$ cat src/dlst_defines.svh
// Constants of the datacomm loopback self-test: timing, codes, baud table.
// Assumes a 50 MHz system clock; included by bare name.
`ifndef DLST_DEFINES_SVH
`define DLST_DEFINES_SVH

// Clock
`define DLST_CLK_HZ 50000000
`define DLST_CLK_PERIOD_NS 20

// Baud tolerance, in percent either side of the configured rate
`define DLST_TOL_PCT 2

// Control line settle time before the loopback is sampled
`define DLST_CTL_SETTLE_NS 1000
`define DLST_CTL_SETTLE_CYC ((`DLST_CTL_SETTLE_NS + `DLST_CLK_PERIOD_NS - 1) / `DLST_CLK_PERIOD_NS)

// Printer pattern interval in the manufacturing loop
`define DLST_PRINT_MIN 30
`define DLST_PRINT_CYC (64'd`DLST_PRINT_MIN * 64'd60 * 64'd1000000000 / 64'd`DLST_CLK_PERIOD_NS)

// Supported rates, in bits per second, indexed by rate select
`define DLST_NUM_RATES 8
`define DLST_BAUD0 110
`define DLST_BAUD1 300
`define DLST_BAUD2 600
`define DLST_BAUD3 1200
`define DLST_BAUD4 2400
`define DLST_BAUD5 4800
`define DLST_BAUD6 9600
`define DLST_BAUD7 19200

// Baud measurement length in generator periods
`define DLST_NPER 4
// Characters sent in the data loopback check
`define DLST_NCHAR 4
// Loopback timeout, in bit times of the rate under test
`define DLST_LOOP_BITS 12
// First data pattern; later characters are this value xor the index
`define DLST_DATA_SEED 8'h55

// Error codes shown after the port name
`define DLST_ERR_NOCONN 4'h1
`define DLST_ERR_FAST 4'h2
`define DLST_ERR_SLOW 4'h3
`define DLST_ERR_CTL 4'h4
`define DLST_ERR_NOLOOP 4'h5
`define DLST_ERR_DATA 4'h6
`define DLST_ERR_FRAME 4'h7
`define DLST_ERR_OVERRUN 4'h8

`endif

$ cat src/dlst_pkg.sv
// Types of the datacomm loopback self-test.
// Assumes dlst_defines.svh holds every number.
package dlst_pkg;

  // Sequencer states
  typedef enum logic [3:0] {
    ST_BOOT, ST_IDLE, ST_FB, ST_HB, ST_FOCUS, ST_LIST, ST_CTL_SET, ST_CTL_CHK,
    ST_BAUD_GO, ST_BAUD_WAIT, ST_TX, ST_RX, ST_ROUND, ST_PASS, ST_FAIL
  } dlst_state_t;

  // Screen pattern selection
  typedef enum logic [1:0] {
    PAT_NONE, PAT_FULL_INV, PAT_HALF_INV, PAT_AT_SIGNS
  } dlst_pat_t;

endpackage

$ cat src/dlst_baud_check.sv
// Baud generator rate check: measures the tick period against the expected one.
// Assumes tick is a one-cycle pulse on clk from the baud generator.
`timescale 1ns/1ns
`include "dlst_defines.svh"

module dlst_baud_check import dlst_pkg::*; #(
  parameter int NPER = `DLST_NPER
) (
  // Clock and reset
  input wire logic clk,
  input wire logic arst_n,
  // Request
  input wire logic start,
  input wire logic tick,
  input wire logic [19:0] exp_per,
  // Result
  output logic done,
  output logic fast,
  output logic slow
);

  logic busy_q, busy_d; // Measurement in progress
  logic armed_q, armed_d; // First tick seen
  logic [3:0] n_q, n_d; // Periods counted
  logic [27:0] cnt_q, cnt_d; // Cycles since first tick
  logic done_d, fast_d, slow_d;
  logic [35:0] tot; // Expected cycles for NPER periods
  logic [35:0] meas; // Measured cycles

  assign tot = 36'(exp_per) * 36'(NPER);
  assign meas = 36'(cnt_q) + 36'd1;

  // Next state of the measurement
  always_comb begin
    busy_d = busy_q;
    armed_d = armed_q;
    n_d = n_q;
    cnt_d = cnt_q;
    done_d = 1'b0;
    fast_d = fast;
    slow_d = slow;
    if (start) begin
      // Restart and clear the verdict
      busy_d = 1'b1;
      armed_d = 1'b0;
      n_d = 4'h0;
      cnt_d = 28'h0;
      fast_d = 1'b0;
      slow_d = 1'b0;
    end else if (busy_q) begin
      if (armed_q) begin
        cnt_d = cnt_q + 28'h1;
      end
      if (tick && !armed_q) begin
        // Measurement opens on the first tick
        armed_d = 1'b1;
        cnt_d = 28'h0;
      end else if (tick) begin
        n_d = n_q + 4'h1;
        if (32'(n_q) + 1 == NPER) begin
          // Verdict against plus or minus the tolerance
          busy_d = 1'b0;
          done_d = 1'b1;
          fast_d = (meas * 36'd100) < (tot * 36'(100 - `DLST_TOL_PCT));
          slow_d = (meas * 36'd100) > (tot * 36'(100 + `DLST_TOL_PCT));
        end
      end else if (36'(cnt_q) > (tot << 1)) begin
        // A generator that stalls after its first tick counts as too slow
        busy_d = 1'b0;
        done_d = 1'b1;
        slow_d = 1'b1;
      end
    end
  end

  // Registers
  always_ff @(posedge clk or negedge arst_n) begin
    if (!arst_n) begin
      busy_q <= 1'b0;
      armed_q <= 1'b0;
      n_q <= 4'h0;
      cnt_q <= 28'h0;
      done <= 1'b0;
      fast <= 1'b0;
      slow <= 1'b0;
    end else begin
      busy_q <= busy_d;
      armed_q <= armed_d;
      n_q <= n_d;
      cnt_q <= cnt_d;
      done <= done_d;
      fast <= fast_d;
      slow <= slow_d;
    end
  end

endmodule // dlst_baud_check

$ cat config.mk
export PLATFORM = sky130hd
export DESIGN_NAME = dlst_baud_check
export DESIGN_NICKNAME = d
export VERILOG_FILES = /design/src/dlst_pkg.sv /design/src/dlst_baud_check.sv
export VERILOG_INCLUDE_DIRS = /design/src /design/src/src
export SDC_FILE = /design/constraint.sdc
export NUM_CORES = 1
export LEC_CHECK = 0
export BUFFER_PORTS_ARGS = -buffer_cell sky130_fd_sc_hd__buf_2
export CORE_MARGIN = 2
export CORE_UTILIZATION = 50
export CTS_CLUSTER_DIAMETER = 80
export DETAILED_ROUTE_END_ITERATION = 16
export GPL_TIMING_DRIVEN = 0
export PLACE_DENSITY = 0.66
export SETUP_SLACK_MARGIN = 0.1
export SYNTH_ARGS = -nofsm -noshare
export SYNTH_HDL_FRONTEND = slang
export SYNTH_SLANG_ARGS = --single-unit
export TNS_END_PERCENT = 50
$ cat constraint.sdc
create_clock -name clk -period 6.5 [get_ports clk]
set_input_delay 1.3 -clock clk [delete_from_list [all_inputs] [get_ports clk]]
set_output_delay 1.3 -clock clk [all_outputs]
set_load 0.005 [all_outputs]
Yosys cells after proc, flatten, opt, wreduce, memory -nomap -nowiden
Cells that the tools add are included.
{"block": "totals", "output_inout_bits": 3, "register_bits": 37, "wordCells": 67, "in_bits": 24}
{"block": "op_classes", "n_mux": 34, "addsub": 4, "reduce_logical": 13, "mul": 3, "eq_ne": 3, "order_cmp": 3}
{"cell": "$mux W28", "n": 4}
{"cell": "$mul A20 B6 Y26 const B", "n": 2}
{"cell": "$gt A36 B29 Y1", "n": 1}
{"cell": "$lt A36 B29 Y1", "n": 1}
{"cell": "$mul A29 B5 Y34 const B", "n": 1}
{"cell": "$add A28 B1 Y29 const B", "n": 1}
{"cell": "$add A28 B1 Y28 const B", "n": 1}
{"cell": "$gt A28 B23 Y1", "n": 1}
{"cell": "$mux W1", "n": 26}
{"cell": "$mux W4", "n": 4}
{"cell": "$reduce_and A4 Y1", "n": 2}
{"cell": "$reduce_bool A2 Y1", "n": 4}
{"cell": "$reduce_bool A3 Y1", "n": 2}
{"cell": "$add A4 B1 Y5 const B", "n": 1}
{"cell": "$eq A5 B3 Y1 const B", "n": 1}
{"cell": "$add A4 B1 Y4 const B", "n": 1}
{"cell": "$reduce_and A2 Y1", "n": 2}
{"cell": "$ne A3 B2 Y1 const B", "n": 1}
{"cell": "$reduce_and A3 Y1", "n": 1}
{"cell": "$ne A2 B2 Y1 const B", "n": 1}
{"cell": "$logic_and A1 B1 Y1", "n": 1}
{"cell": "$logic_not A1 Y1", "n": 1}

Depth between registers and ports, before layout
Gate-level depths: netlist of run 1.
{"block": "depth", "ltp_word": 8, "depth_mapped": 31, "ltp_nobuf": 30}

Worst setup path before layout of run 1
No wires, ideal clock.
{"block": "synth_path", "path_kind": "input to register", "start": "in exp_per[1]", "end": "reg slow", "t_arrival_ns": 5.784, "setup_ns": 0.119, "path_buffers": 0, "slack_ns": 0.598, "cell_stages": 21, "path_cell_list": "ha_1 > fa_1 > inv_1 > fa_1 > inv_1 > ha_1 > nor2_1 > a21boi_0 > o21bai_1 > a31o_2 > nand4_1 > a311o_1 > a41oi_1 > o41ai_1 > xnor2_1 > ha_1 > o311ai_0 > a2111oi_0 > a2111oi_0 > a21oi_1 > o21a_1"}
{"block": "synth_via", "elab_chain_cells": 7, "elab_cells_between_ends": 10, "classes_between": "1 x mul; 2 x order compare; 5 x mux; 2 x reduce/logical"}
{"element": "start: declaration", "line_no": "dlst_baud_check.sv:15", "rtl": "input wire logic [19:0] exp_per,"}
{"element": "$mul A20 B6 Y26", "line_no": "dlst_baud_check.sv:65", "rtl": "slow_d = (meas * 36'd100) > (tot * 36'(100 + `DLST_TOL_PCT));"}
{"element": "$gt A36 B29 Y1", "line_no": "dlst_baud_check.sv:65"}
{"element": "$mux W1", "line_no": "dlst_baud_check.sv:60", "rtl": "if (32'(n_q) + 1 == NPER) begin"}
{"element": "$mux W1", "line_no": "dlst_baud_check.sv:58", "rtl": "end else if (tick) begin"}
{"element": "$mux W1", "line_no": "dlst_baud_check.sv:54", "rtl": "if (tick && !armed_q) begin"}
{"element": "$mux W1", "line_no": "dlst_baud_check.sv:50", "rtl": "end else if (busy_q) begin"}
{"element": "$mux W1", "line_no": "dlst_baud_check.sv:42", "rtl": "if (start) begin"}
{"element": "end signal: assignment", "line_no": "dlst_baud_check.sv:93", "rtl": "slow <= slow_d;"}
{"element": "end: declaration", "line_no": "dlst_baud_check.sv:19", "rtl": "output logic slow"}
Several ways; a longest one is shown, not always the timed one. The select of a mux whose other input is x is not followed.
A chain may end at the register's enable or synchronous reset.

Worst setup path after layout of run 1
{"block": "layout_path", "start": "in exp_per[5]", "end": "reg slow"}
Same word-level chain as after synthesis.

==> reports/qor_table.md, run 1 <==
| Metric | Reported | Unit |
|:---|:---|:---|
| Proportion of layout cells with a drive suffix above 1 | 0.0947 | - |
| Syn-to-layout area delta | 11.0 | % |
| Share of synthesized area occupied by flip-flops and latches | 0.0868 | - |
| Global routing usage summed across all routing layers | 0.223 | - |
| Filler Cells Inserted | 1990 | - |
| Detailed-route vias per instance | 5.41 | - |
| Setup slack of the worst register-to-register path | 400 | ps |
| Overall routed net length | 24.9 | mm |
| Total congestion overflow | 0 | - |
| H-Tree Depth | 2 | - |
| Total CTS buffers | 5 | - |
| Post-route minimum period | 6160 | ps |
| Core Area | 21000 | um2 |
| DRC violation total after the first TritonRoute iteration | 367 | - |
| DR pass1 iterations | 7 | - |
| Count of state elements after synthesis | 37 | - |
| Final total power | 0.00186 | W |
| Mapped Nets | 1644 | - |
| Die Outline Area | 22500 | um2 |
| Portion of total power attributed to the clock network | 0.154 | - |
| Area of combinational cells with multiple inputs | 8990 | um2 |
| Sequential power share | 0.126 | - |
| Critical path type | input port to flop | - |
| Row cnt | 53 | - |
| Via count of the first global-routing pass | 8481 | - |
| Clock Sink Count | 37 | - |
| Placed wire-length estimate | 21.2 | mm |
| Final-report setup violation count | 0 | - |
| Clk pin slew, worst setup/hold paths | 60 | ps |
| Initial Util | 0.509 | - |
| Footprint of the flip-flops and latches | 927 | um2 |
| Maximum resistive drop on vdd | 0.000187 | V |
| Setup repair after global routing missed its margin | no | - |
| Syn Area/Cell | 8.24 | um2 |
| Worst-case reg-to-reg path depth | 30 | - |
| Clock root buffer | sky130_fd_sc_hd__clkbuf_16 | - |
| Count of port buffers added during placement | 26 | - |
| Number of max-cap violations | 0 | - |
| Total I/O pin count | 27 | - |
| Headroom to the max-slew limit | 0.433 | - |
| Number of distinct library cells after synthesis | 69 | - |
| Leading register cell type out of synthesis | sky130_fd_sc_hd__dfrtp_1 | - |
| Arr. time, crit path | 6330 | ps |
| Maximum count of clock buffers along a single path | 2 | - |
| Net switching share of the total power | 0.473 | - |
| Post-Synthesis Cells | 1294 | - |
| Worst hold path stage count | 2 | - |
| Total number of yosys warnings | 0 | - |
| Launch instance of the worst min-delay path | fast | - |
| Count of endpoints failing hold in the final timing report | 0 | - |
| Utilization after layout | 0.565 | - |
| End of the worst hold path | fast | - |
| Critical Path Start Type | input port | - |
| Summed instance area of the synthesized netlist | 10700 | um2 |
| Setup crit start | exp_per[5] | - |
| CTS tree | done | - |
| Final count of pins violating max slew | 0 | - |
| Post-DR wirelength/cell | 15.3 | um |
| Skew-Pair Late Insertion Delay | 290 | ps |
| Global-route wire length before repair | 40.6 | mm |
| Critical R2R Launch | cnt_q[1] | - |
| Post-synth ARST share | 1.00 | - |
| X dimension of the die | 150 | um |
| Die boundary height | 150 | um |
| Switching power of the nets | 0.000881 | W |
| Measured slew at the worst slew-check pin | 851 | ps |
| Number of antenna violations at the first check in global routing | 0 | - |
| Path category of the worst min-delay check | flop to flop | - |
| Total via count after detailed routing | 8798 | - |
| Part of the cycle the worst path needs | 0.948 | - |
| Logic pwr share | 0.720 | - |
| ANT nets after route | 0 | - |
| Data required, critical path | 6670 | ps |
| FMAX | 162 | MHz |
| # diodes | 0 | - |
| Net total in the final layout | 1700 | - |
| Reg-to-reg endpoint | slow | - |
| Leakage power figure | 6.80 | nW |
| EDFF count, synth | 0 | - |
| Largest fanout of any net on the critical path | 4 | - |
| Status | complete, no violations | - |
| Largest net degree at the start of global routing | 38 | - |
| Final Skew | 8.17 | ps |
| DRC violation count after routing | 0 | - |
| Final weighted congestion of routability-driven global placement | 0.909 | - |
| Endpoint kind of the worst setup timing path | flop | - |
| Internal power | 0.000982 | W |
| Pwr/cell area | 157 | nW/um2 |
==> worst max-delay path, stage by stage <==
cell                       delay [ps]
sky130_fd_sc_hd__buf_2            140
sky130_fd_sc_hd__ha_1             320
sky130_fd_sc_hd__fa_1             480
sky130_fd_sc_hd__inv_1             50
sky130_fd_sc_hd__fa_1             490
sky130_fd_sc_hd__inv_1             40
sky130_fd_sc_hd__ha_1             340
sky130_fd_sc_hd__o21ai_0           90
sky130_fd_sc_hd__nor2_1            90
sky130_fd_sc_hd__o211ai_1         360
sky130_fd_sc_hd__nand2b_1         100
sky130_fd_sc_hd__a21o_1           210
sky130_fd_sc_hd__a21o_1           180
sky130_fd_sc_hd__a21oi_1          190
sky130_fd_sc_hd__xor2_1           230
sky130_fd_sc_hd__ha_1             290
sky130_fd_sc_hd__a21o_1           190
sky130_fd_sc_hd__a21o_1           180
sky130_fd_sc_hd__a21oi_1          150
sky130_fd_sc_hd__o21ai_1           90
sky130_fd_sc_hd__a211oi_2         250
sky130_fd_sc_hd__o21ai_0          120
sky130_fd_sc_hd__o211ai_1         120
sky130_fd_sc_hd__a21oi_2          130
sky130_fd_sc_hd__o21a_1           210
==> synthesized netlist by cell type, types with 18 or more instances <==
library cell               count  area share
sky130_fd_sc_hd__dfrtp_1      37       0.087
sky130_fd_sc_hd__nor3_1       20      0.0094
sky130_fd_sc_hd__fa_1         70        0.13
sky130_fd_sc_hd__nand2_1      72       0.025
sky130_fd_sc_hd__nor2_1       54       0.019
sky130_fd_sc_hd__ha_1        256        0.30
sky130_fd_sc_hd__xnor2_1      54       0.044
sky130_fd_sc_hd__xor2_1       46       0.038
sky130_fd_sc_hd__a21o_1       44       0.031
sky130_fd_sc_hd__a21oi_1      64       0.030
sky130_fd_sc_hd__inv_1       260       0.092
sky130_fd_sc_hd__o21ai_0      68       0.032
sky130_fd_sc_hd__nand3_1      34       0.016
sky130_fd_sc_hd__clkbuf_1     18      0.0063
==> logic make-up (layout without fill, tap and decap cells) <==
logic type               count (synthesis)  after routing  share of synthesized area
adder cells (fa/ha/maj)                326            326                      0.432
buffers and inverters                  283            340                      0.101
AO/OA/AOI/OAI                          280            280                      0.172
AND/OR/NAND/NOR                        266            266                      0.124
XOR/XNOR                               100            100                     0.0821
flip-flops                              37             37                     0.0868
multiplexers                             2              2                    0.00188
==> registers in the layout, summed over array words and instances (netlist names) <==
register,count
done,1
n_q,4
armed_q,1
fast,1
cnt_q,28
busy_q,1
slow,1
==> cell usage in the layout, fill, tap and decap left out, types with 9 or more instances in the layout <==
cell type,n
sky130_fd_sc_hd__clkbuf_1,16
sky130_fd_sc_hd__fa_1,70
sky130_fd_sc_hd__dfrtp_1,36
sky130_fd_sc_hd__nor3_1,17
sky130_fd_sc_hd__nor2_1,51
sky130_fd_sc_hd__and3_1,13
sky130_fd_sc_hd__xor2_1,40
sky130_fd_sc_hd__buf_4,23
sky130_fd_sc_hd__nand2_1,72
sky130_fd_sc_hd__nor2b_1,13
sky130_fd_sc_hd__nand3_1,32
sky130_fd_sc_hd__ha_1,249
sky130_fd_sc_hd__o21ai_0,63
sky130_fd_sc_hd__o211ai_1,9
sky130_fd_sc_hd__a21oi_1,58
sky130_fd_sc_hd__buf_2,27
sky130_fd_sc_hd__nand4_1,13
sky130_fd_sc_hd__inv_1,257
sky130_fd_sc_hd__nand2b_1,12
sky130_fd_sc_hd__xnor2_1,46
sky130_fd_sc_hd__o21a_1,17
sky130_fd_sc_hd__a21o_1,44
==> per-layer routing <==
metal	track usage	vias up	wire length [um]
met5	0	-	0
met1	0.326	4141	12400
met4	0.0448	0	342
met3	0.0122	21	622
li1	-	4506	-
met2	0.365	130	11600
==> through the flow <==
step | instance area, um2 | worst slack (ps) | hold slack [ps] | TNS [ps] | std cells
3_3_place_gp | 11100 | -697 | 529 | -929 | 1595
6_report | 11800 | 336 | 538 | 0 | 1626
2_1_floorplan | 10700 | 598 | 498 | 0 | 1294
5_1_grt | 11800 | 16.2 | 574 | 0 | 1626
4_1_cts | 11600 | 108 | 548 | 0 | 1615
3_5_place_dp | 11100 | -734 | 531 | -992 | 1595
==> what timing repair did <==
action | 4_1_cts | 5_1_grt
hold buffers | 0 | 0
pin swaps | 12 | 22
resized for setup | 31 | 41
setup buffers | 12 | 11
endpoints found under the setup margin | 2 | 2
==> cell type report <==
class	count	area share
flip-flops and latches	37	0.0784
inverters	260	0.0825
clock inverters	2	0.00317
repair buffers	49	0.0256
clock buffers	6	0.0117
well taps	275	0.0291
multi-input cells	974	0.760
plain buffers	23	0.00983
==> worst max-delay path by stage <==
stage                     endpoint  slack (ps)  cells after the start
after global placement        slow        -700                     30
after detailed placement      slow        -730                     23
after global routing          slow          20                     27
after floorplan               slow         600                     21
final                         slow         340                     25
after CTS                     slow         110                     24
==> power groups by stage <==
stage	clock, W	sequential (W)	combinational (W)
3_5_place_dp	0	0.000238	0.00127
2_1_floorplan	0	0.000238	0.000957
4_1_cts	0.000290	0.000234	0.00131
3_3_place_gp	0	0.000238	0.00124
5_1_grt	0.000300	0.000235	0.00152
6_report	0.000287	0.000234	0.00134
(Power assumes the default switching activity.)
==> run 2, diff against run 1 <==
Clock period 6.5 ns to 5.9 ns, I/O delays scaled along.
==> run 2 against run 1 <==
First-iteration DRC count down 2.7%. Highest routed layer unchanged. Via count is 4.6% higher. Hold slack got worse by 42 ps. Critical path type unchanged. The flow now finishes with violations (negative setup slack).
==> reports/qor_table.md, run 2 (synthesis results as in run 1) <==
| Metric | Reported | Unit |
|:---|:---|:---|
| # diodes | 0 | - |
| Final weighted congestion of routability-driven global placement | 0.909 | - |
| Total via count after detailed routing | 9201 | - |
| Slowest stage cell, crit path | sky130_fd_sc_hd__fa_1 | - |
| Final design instance area without fill | 13100 | um2 |
| DRC violation total after the first TritonRoute iteration | 357 | - |
| Met3 wire len | 574 | um |
| Commonest cells after routing, fill and taps aside | 241 x sky130_fd_sc_hd__inv_1, 222 x sky130_fd_sc_hd__ha_1, 86 x sky130_fd_sc_hd__buf_4 | - |
| ANT nets after route | 0 | - |
| Global-route wire length before repair | 43.5 | mm |
| Row cnt | 53 | - |
| Part of the cycle the worst path needs | 1.01 | - |
| CTS tree | done | - |
| Overall routed net length | 27.0 | mm |
| Total of hold buffers inserted after clock tree synthesis | 0 | - |
| Count of endpoints failing hold in the final timing report | 0 | - |
| Buf/Inv on CP | 3 | - |
| Placed cell areas | 11100 | um2 |
| Count of port buffers added during placement | 26 | - |
| Arr. time, crit path | 6100 | ps |
| Final count of pins violating max slew | 0 | - |
| Total congestion overflow | 0 | - |
| Maximum resistive drop on vdd | 0.000208 | V |
| Core Area | 21000 | um2 |
| Area of combinational cells with multiple inputs | 9750 | um2 |
| DR top layer | met4 | - |
| X dimension of the die | 150 | um |
| Met2 Routed Length | 12.6 | mm |
| Post-Place Worst Slack | -1320 | ps |
| Detailed-route vias per instance | 5.46 | - |
| Placed wire-length estimate | 21.2 | mm |
| CP Cell Sequence | buf_12 > ha_4 > fa_1 > inv_2 > fa_1 > inv_2 > ha_4 > a21boi_2 > o21bai_1 > a31o_2 > nand4_1 > a311o_1 > a41oi_2 > o41ai_4 > o311a_1 > ha_4 > nand4_1 > nor4_4 > nand2_2 > o22ai_2 > a21oi_2 > o21a_1 | - |
| DR pass1 iterations | 5 | - |
| FMAX | 169 | MHz |
| Via count of the first global-routing pass | 9057 | - |
| Footprint of the flip-flops and latches | 931 | um2 |
| Crit path top cell by count | sky130_fd_sc_hd__ha_4 | - |
| Violated checks | negative setup slack | - |
| Number of max-cap violations | 0 | - |
| Initial Util | 0.509 | - |
| Largest register FFs | 28 | - |
| Proportion of layout cells with a drive suffix above 1 | 0.209 | - |
| Critical path type | input port to flop | - |
| Total CTS buffers | 5 | - |
| Clock Sink Count | 37 | - |
| H-Tree Depth | 2 | - |
| Global routing usage summed across all routing layers | 0.239 | - |
| Skew-Pair Late Insertion Delay | 290 | ps |
| Measured slew at the worst slew-check pin | 860 | ps |
| Largest net degree at the start of global routing | 38 | - |
| Leakage power figure | 7.21 | nW |
| Accumulated negative setup slack | -31.2 | ps |
| Path category of the worst min-delay check | flop to flop | - |
| Filler Cells Inserted | 1799 | - |
| DRC violation count after routing | 0 | - |
| Clock root buffer | sky130_fd_sc_hd__clkbuf_16 | - |
| Final hold slack | 496 | ps |
| Number of antenna violations at the first check in global routing | 0 | - |
| Crit path setup slack, layout | -31.2 | ps |
| Status | complete, but fails checks | - |
| Pwr/cell area | 169 | nW/um2 |
| Headroom to the max-slew limit | 0.427 | - |
| Net total in the final layout | 1759 | - |
| Setup repair after global routing missed its margin | yes | - |
| Top Family by Delay on Critical Path | compound AO/OA/AOI/OAI gates | - |
| Most common cell after layout, fill and taps aside | sky130_fd_sc_hd__inv_1 | - |
| Clk pin slew, worst setup/hold paths | 60 | ps |
| Post-DR wirelength/cell | 16.0 | um |
| Endpoint kind of the worst setup timing path | flop | - |
| Die Outline Area | 22500 | um2 |
| Total I/O pin count | 27 | - |
| Final Skew | 6.73 | ps |
| Final-report setup violation count | 1 | - |
| Largest fanout of any net on the critical path | 4 | - |
| Biggest registers after layout | cnt_q: 28 flops, n_q: 4 flops | - |
| Post-route minimum period | 5930 | ps |
| Syn-to-layout area delta | 23.1 | % |
| Maximum count of clock buffers along a single path | 2 | - |
| Data required, critical path | 6070 | ps |
| Routed met1 length | 13.0 | mm |
| Die boundary height | 150 | um |
| Most flops, register | cnt_q | - |
| Critical Path Start Type | input port | - |
| Critical path's largest stage delay | 580 | ps |
==> run 2: cell types whose count changed in the layout (fill, tap and decap cells not counted), sizes merged <==
| cell | before | now |
|---|---|---|
| clkbuf | 25 | 23 |
| buf | 53 | 114 |
==> run 2: path summary, 6_finish.rpt <==
path,end,startpoint,depth (start not counted),slack (ps)
worst min register to register,cnt_q[5],cnt_q[5],1,500
worst min-delay path,cnt_q[5],cnt_q[5],1,500
worst max register to register,slow,cnt_q[0],33,80
max in group asynchronous,cnt_q[4],arst_n,1,4320
worst max-delay path,slow,exp_per[6],22,-30
min in group asynchronous,cnt_q[2],arst_n,1,990
==> run 2: layout make-up <==
class                      instances  share of cell area
buffer                            21              0.0105
clock buffer                       6              0.0106
clock inverter                     2             0.00286
inverter                         260              0.0747
multi-input combinational        974               0.743
sequential                        37              0.0709
tap                              275              0.0262
timing repair buffer             110              0.0617
==> run 2: where the power goes <==
group          switching (W)  internal (W)  leakage (nW)
clock network       0.000106      0.000211        0.0831
registers         0.00000213      0.000256         0.502
logic               0.000930      0.000710          6.62
==> run 2: repair_timing <==
item                                    CTS  global route
endpoints found under the setup margin    2             2
setup buffers                            63            21
cloned                                    0             0
gates resized for setup                 154            78
pin swaps                                80            76
==> run 2: layer usage <==
metal  GRT usage  vias to the layer above
li1            -                     4608
met1       0.341                     4405
met2       0.400                      149
met3      0.0104                       39
met4      0.0590                        0
met5           0                        -
==> run 2: stage by stage <==
| step | cells | util | total power [W] |
|---|---|---|---|
| after floorplan | 1294 | - | 0.00132 |
| after global placement | 1595 | 0.531 | 0.00163 |
| after detailed placement | 1595 | 0.531 | 0.00166 |
| after CTS | 1665 | 0.600 | 0.00216 |
| after global routing | 1685 | 0.626 | 0.00243 |
| final | 1685 | 0.626 | 0.00222 |
==> run 3, diff against run 2 <==
Settings changed: REMOVE_ABC_BUFFERS set to 1, SETUP_SLACK_MARGIN 0.1 to 0.02.
==> run 3 against run 2 <==
The run now ends clean. Hold slack improved by 37 ps. Power is 1.5% lower. Via count is 2.6% lower. Sequential cell count did not move. Count of clock-buffer cells in the layout unchanged. Largest cell class unchanged. Largest power group unchanged.
==> reports/qor_table.md, run 3 (synthesis results as in run 1) <==
| Metric | Reported | Unit |
|:---|:---|:---|
| Status | complete, no violations | - |
| Die Outline Area | 22500 | um2 |
| Clock root buffer | sky130_fd_sc_hd__clkbuf_16 | - |
| H-Tree Depth | 2 | - |
| DRC violation count after routing | 0 | - |
| Final hold slack | 533 | ps |
| Crit path top cell by count | sky130_fd_sc_hd__ha_1 | - |
| Most flops, register | cnt_q | - |
| Endpoint kind of the worst setup timing path | flop | - |
| Leakage power figure | 6.97 | nW |
| Largest net degree at the start of global routing | 38 | - |
| Proportion of layout cells with a drive suffix above 1 | 0.165 | - |
| Row cnt | 53 | - |
| Sequential power share | 0.119 | - |
| Count of endpoints failing hold in the final timing report | 0 | - |
| Largest register FFs | 28 | - |
| Most common cell after layout, fill and taps aside | sky130_fd_sc_hd__inv_1 | - |
| Internal power | 0.00117 | W |
| Global routing usage summed across all routing layers | 0.229 | - |
| Largest fanout of any net on the critical path | 7 | - |
| Setup repair after global routing missed its margin | yes | - |
| Overall routed net length | 25.7 | mm |
| Detailed-route vias per instance | 5.46 | - |
| Clk pin slew, worst setup/hold paths | 60 | ps |
| Final Non-Filler Cells | 1642 | - |
| Net total in the final layout | 1716 | - |
| Slowest stage cell, crit path | sky130_fd_sc_hd__fa_1 | - |
| Biggest registers after layout | cnt_q: 28 flops, n_q: 4 flops | - |
| Final count of pins violating max slew | 0 | - |
| Count of placed standard cells including taps | 1573 | - |
| Post-route minimum period | 5880 | ps |
| Arr. time, crit path | 6050 | ps |
| ANT nets after route | 0 | - |
| Placed cell areas | 11000 | um2 |
| Syn-to-layout area delta | 17.3 | % |
| Total of hold buffers inserted after clock tree synthesis | 0 | - |
| Data required, critical path | 6070 | ps |
| Critical path's largest stage delay | 510 | ps |
| Total CTS buffers | 5 | - |
| Initial Util | 0.509 | - |
| Count of port buffers added during placement | 26 | - |
| Final-report setup violation count | 0 | - |
| DR pass1 iterations | 7 | - |
| X dimension of the die | 150 | um |
| Post-DR wirelength/cell | 15.7 | um |
| Utilization after layout | 0.597 | - |
| DRC violation total after the first TritonRoute iteration | 339 | - |
| Core Area | 21000 | um2 |
| Measured slew at the worst slew-check pin | 904 | ps |
| Skew-Pair Late Insertion Delay | 280 | ps |
| Die boundary height | 150 | um |
| Maximum count of clock buffers along a single path | 2 | - |
| Via count of the first global-routing pass | 8646 | - |
| Critical R2R Launch | cnt_q[1] | - |
| Switching power of the nets | 0.00102 | W |
| Number of max-cap violations | 0 | - |
| Launch instance of the worst min-delay path | fast | - |
| Filler Cells Inserted | 1846 | - |
| Net switching share of the total power | 0.466 | - |
| Maximum resistive drop on vdd | 0.000127 | V |
| Area of combinational cells with multiple inputs | 9420 | um2 |
| Final Skew | 5.00 | ps |
| Headroom to the max-slew limit | 0.398 | - |
| FMAX | 170 | MHz |
| # diodes | 0 | - |
| Final design instance area without fill | 12500 | um2 |
| Total congestion overflow | 0 | - |
| Logic pwr share | 0.736 | - |
| Final weighted congestion of routability-driven global placement | 0.862 | - |
| Critical Path Start Type | flop | - |
| Path category of the worst min-delay check | flop to flop | - |
| Final total power | 0.00218 | W |
| Commonest cells after routing, fill and taps aside | 247 x sky130_fd_sc_hd__inv_1, 228 x sky130_fd_sc_hd__ha_1, 70 x sky130_fd_sc_hd__fa_1 | - |
| Global-route wire length before repair | 41.6 | mm |
| Footprint of the flip-flops and latches | 935 | um2 |
| Total I/O pin count | 27 | - |
| Number of antenna violations at the first check in global routing | 0 | - |
| CTS tree | done | - |
| Part of the cycle the worst path needs | 0.996 | - |
| Clock Sink Count | 37 | - |
| Placed wire-length estimate | 20.6 | mm |
| Critical path type | flop to flop | - |
| Total via count after detailed routing | 8966 | - |
| Setup crit start | cnt_q[1] | - |
| Pwr/cell area | 175 | nW/um2 |
| Portion of total power attributed to the clock network | 0.146 | - |
==> run 3: cell types whose count changed in the layout (fill, tap and decap cells not counted), sizes merged <==
| cell | previous run | this run |
|---|---|---|
| buf | 114 | 88 |
| clkbuf | 23 | 6 |
==> run 3: per-layer routing <==
metal / wire, um / part of all wire / vias up / track usage
met5: 0 / 0 / - / 0
met4: 290 / 0.011 / 0 / 0.0387
met3: 699 / 0.027 / 25 / 0.0125
met2: 12200 / 0.48 / 134 / 0.392
met1: 12500 / 0.49 / 4274 / 0.323
li1: - / - / 4533 / -
==> run 3: worst paths after layout <==
kind	slack, ps	depth (start not counted)	endpoint
max in group asynchronous	4260	1	cnt_q[6]
min in group asynchronous	1020	1	cnt_q[1]
worst max-delay path	20	29	slow
worst min-delay path	530	2	fast
worst max register to register	20	29	slow
worst min register to register	530	2	fast
==> run 3: power groups by stage <==
stage | logic (W) | clock network, W | registers [W]
after floorplan | 0.00105 | 0 | 0.000263
after global placement | 0.00136 | 0 | 0.000263
after detailed placement | 0.00138 | 0 | 0.000264
after CTS | 0.00151 | 0.000325 | 0.000259
after global routing | 0.00180 | 0.000333 | 0.000259
final | 0.00161 | 0.000318 | 0.000259
==> run 3: what timing repair did <==
item,CTS,global route
hold endpoints to repair,0,0
pin swaps,43,74
gates cloned,0,0
resized for setup,101,66
setup endpoints to repair,2,2
setup buffers,40,21
==> run 3: per-stage QoR <==
stage | setup WS, ps | TNS [ps]
global placement | -1270 | -2030
detailed placement | -1310 | -2170
finish | 20.7 | 0
floorplan | 108 | 0
CTS | 21.8 | 0
global route | -288 | -562
==> run 3: final cells by class <==
| cell class | count | share of cell area |
|---|---|---|
| Multi-Input combinational cell | 974 | 0.753 |
| Inverter | 260 | 0.0782 |
| Sequential cell | 37 | 0.0747 |
| Timing Repair Buffer | 88 | 0.0521 |
| Tap cell | 275 | 0.0275 |
| Clock buffer | 6 | 0.0111 |
| Clock inverter | 2 | 0.00300 |
==> run 3: critical path, delay by kind of cell (launching register included) <==
family | cells | cell delay (ps)
adder cells (fa/ha/maj) | 6 | 1880
AND/OR/NAND/NOR | 10 | 1580
AO/OA/AOI/OAI | 8 | 1280
flip-flops | 1 | 440
buffers and inverters | 3 | 330
XOR/XNOR | 2 | 280
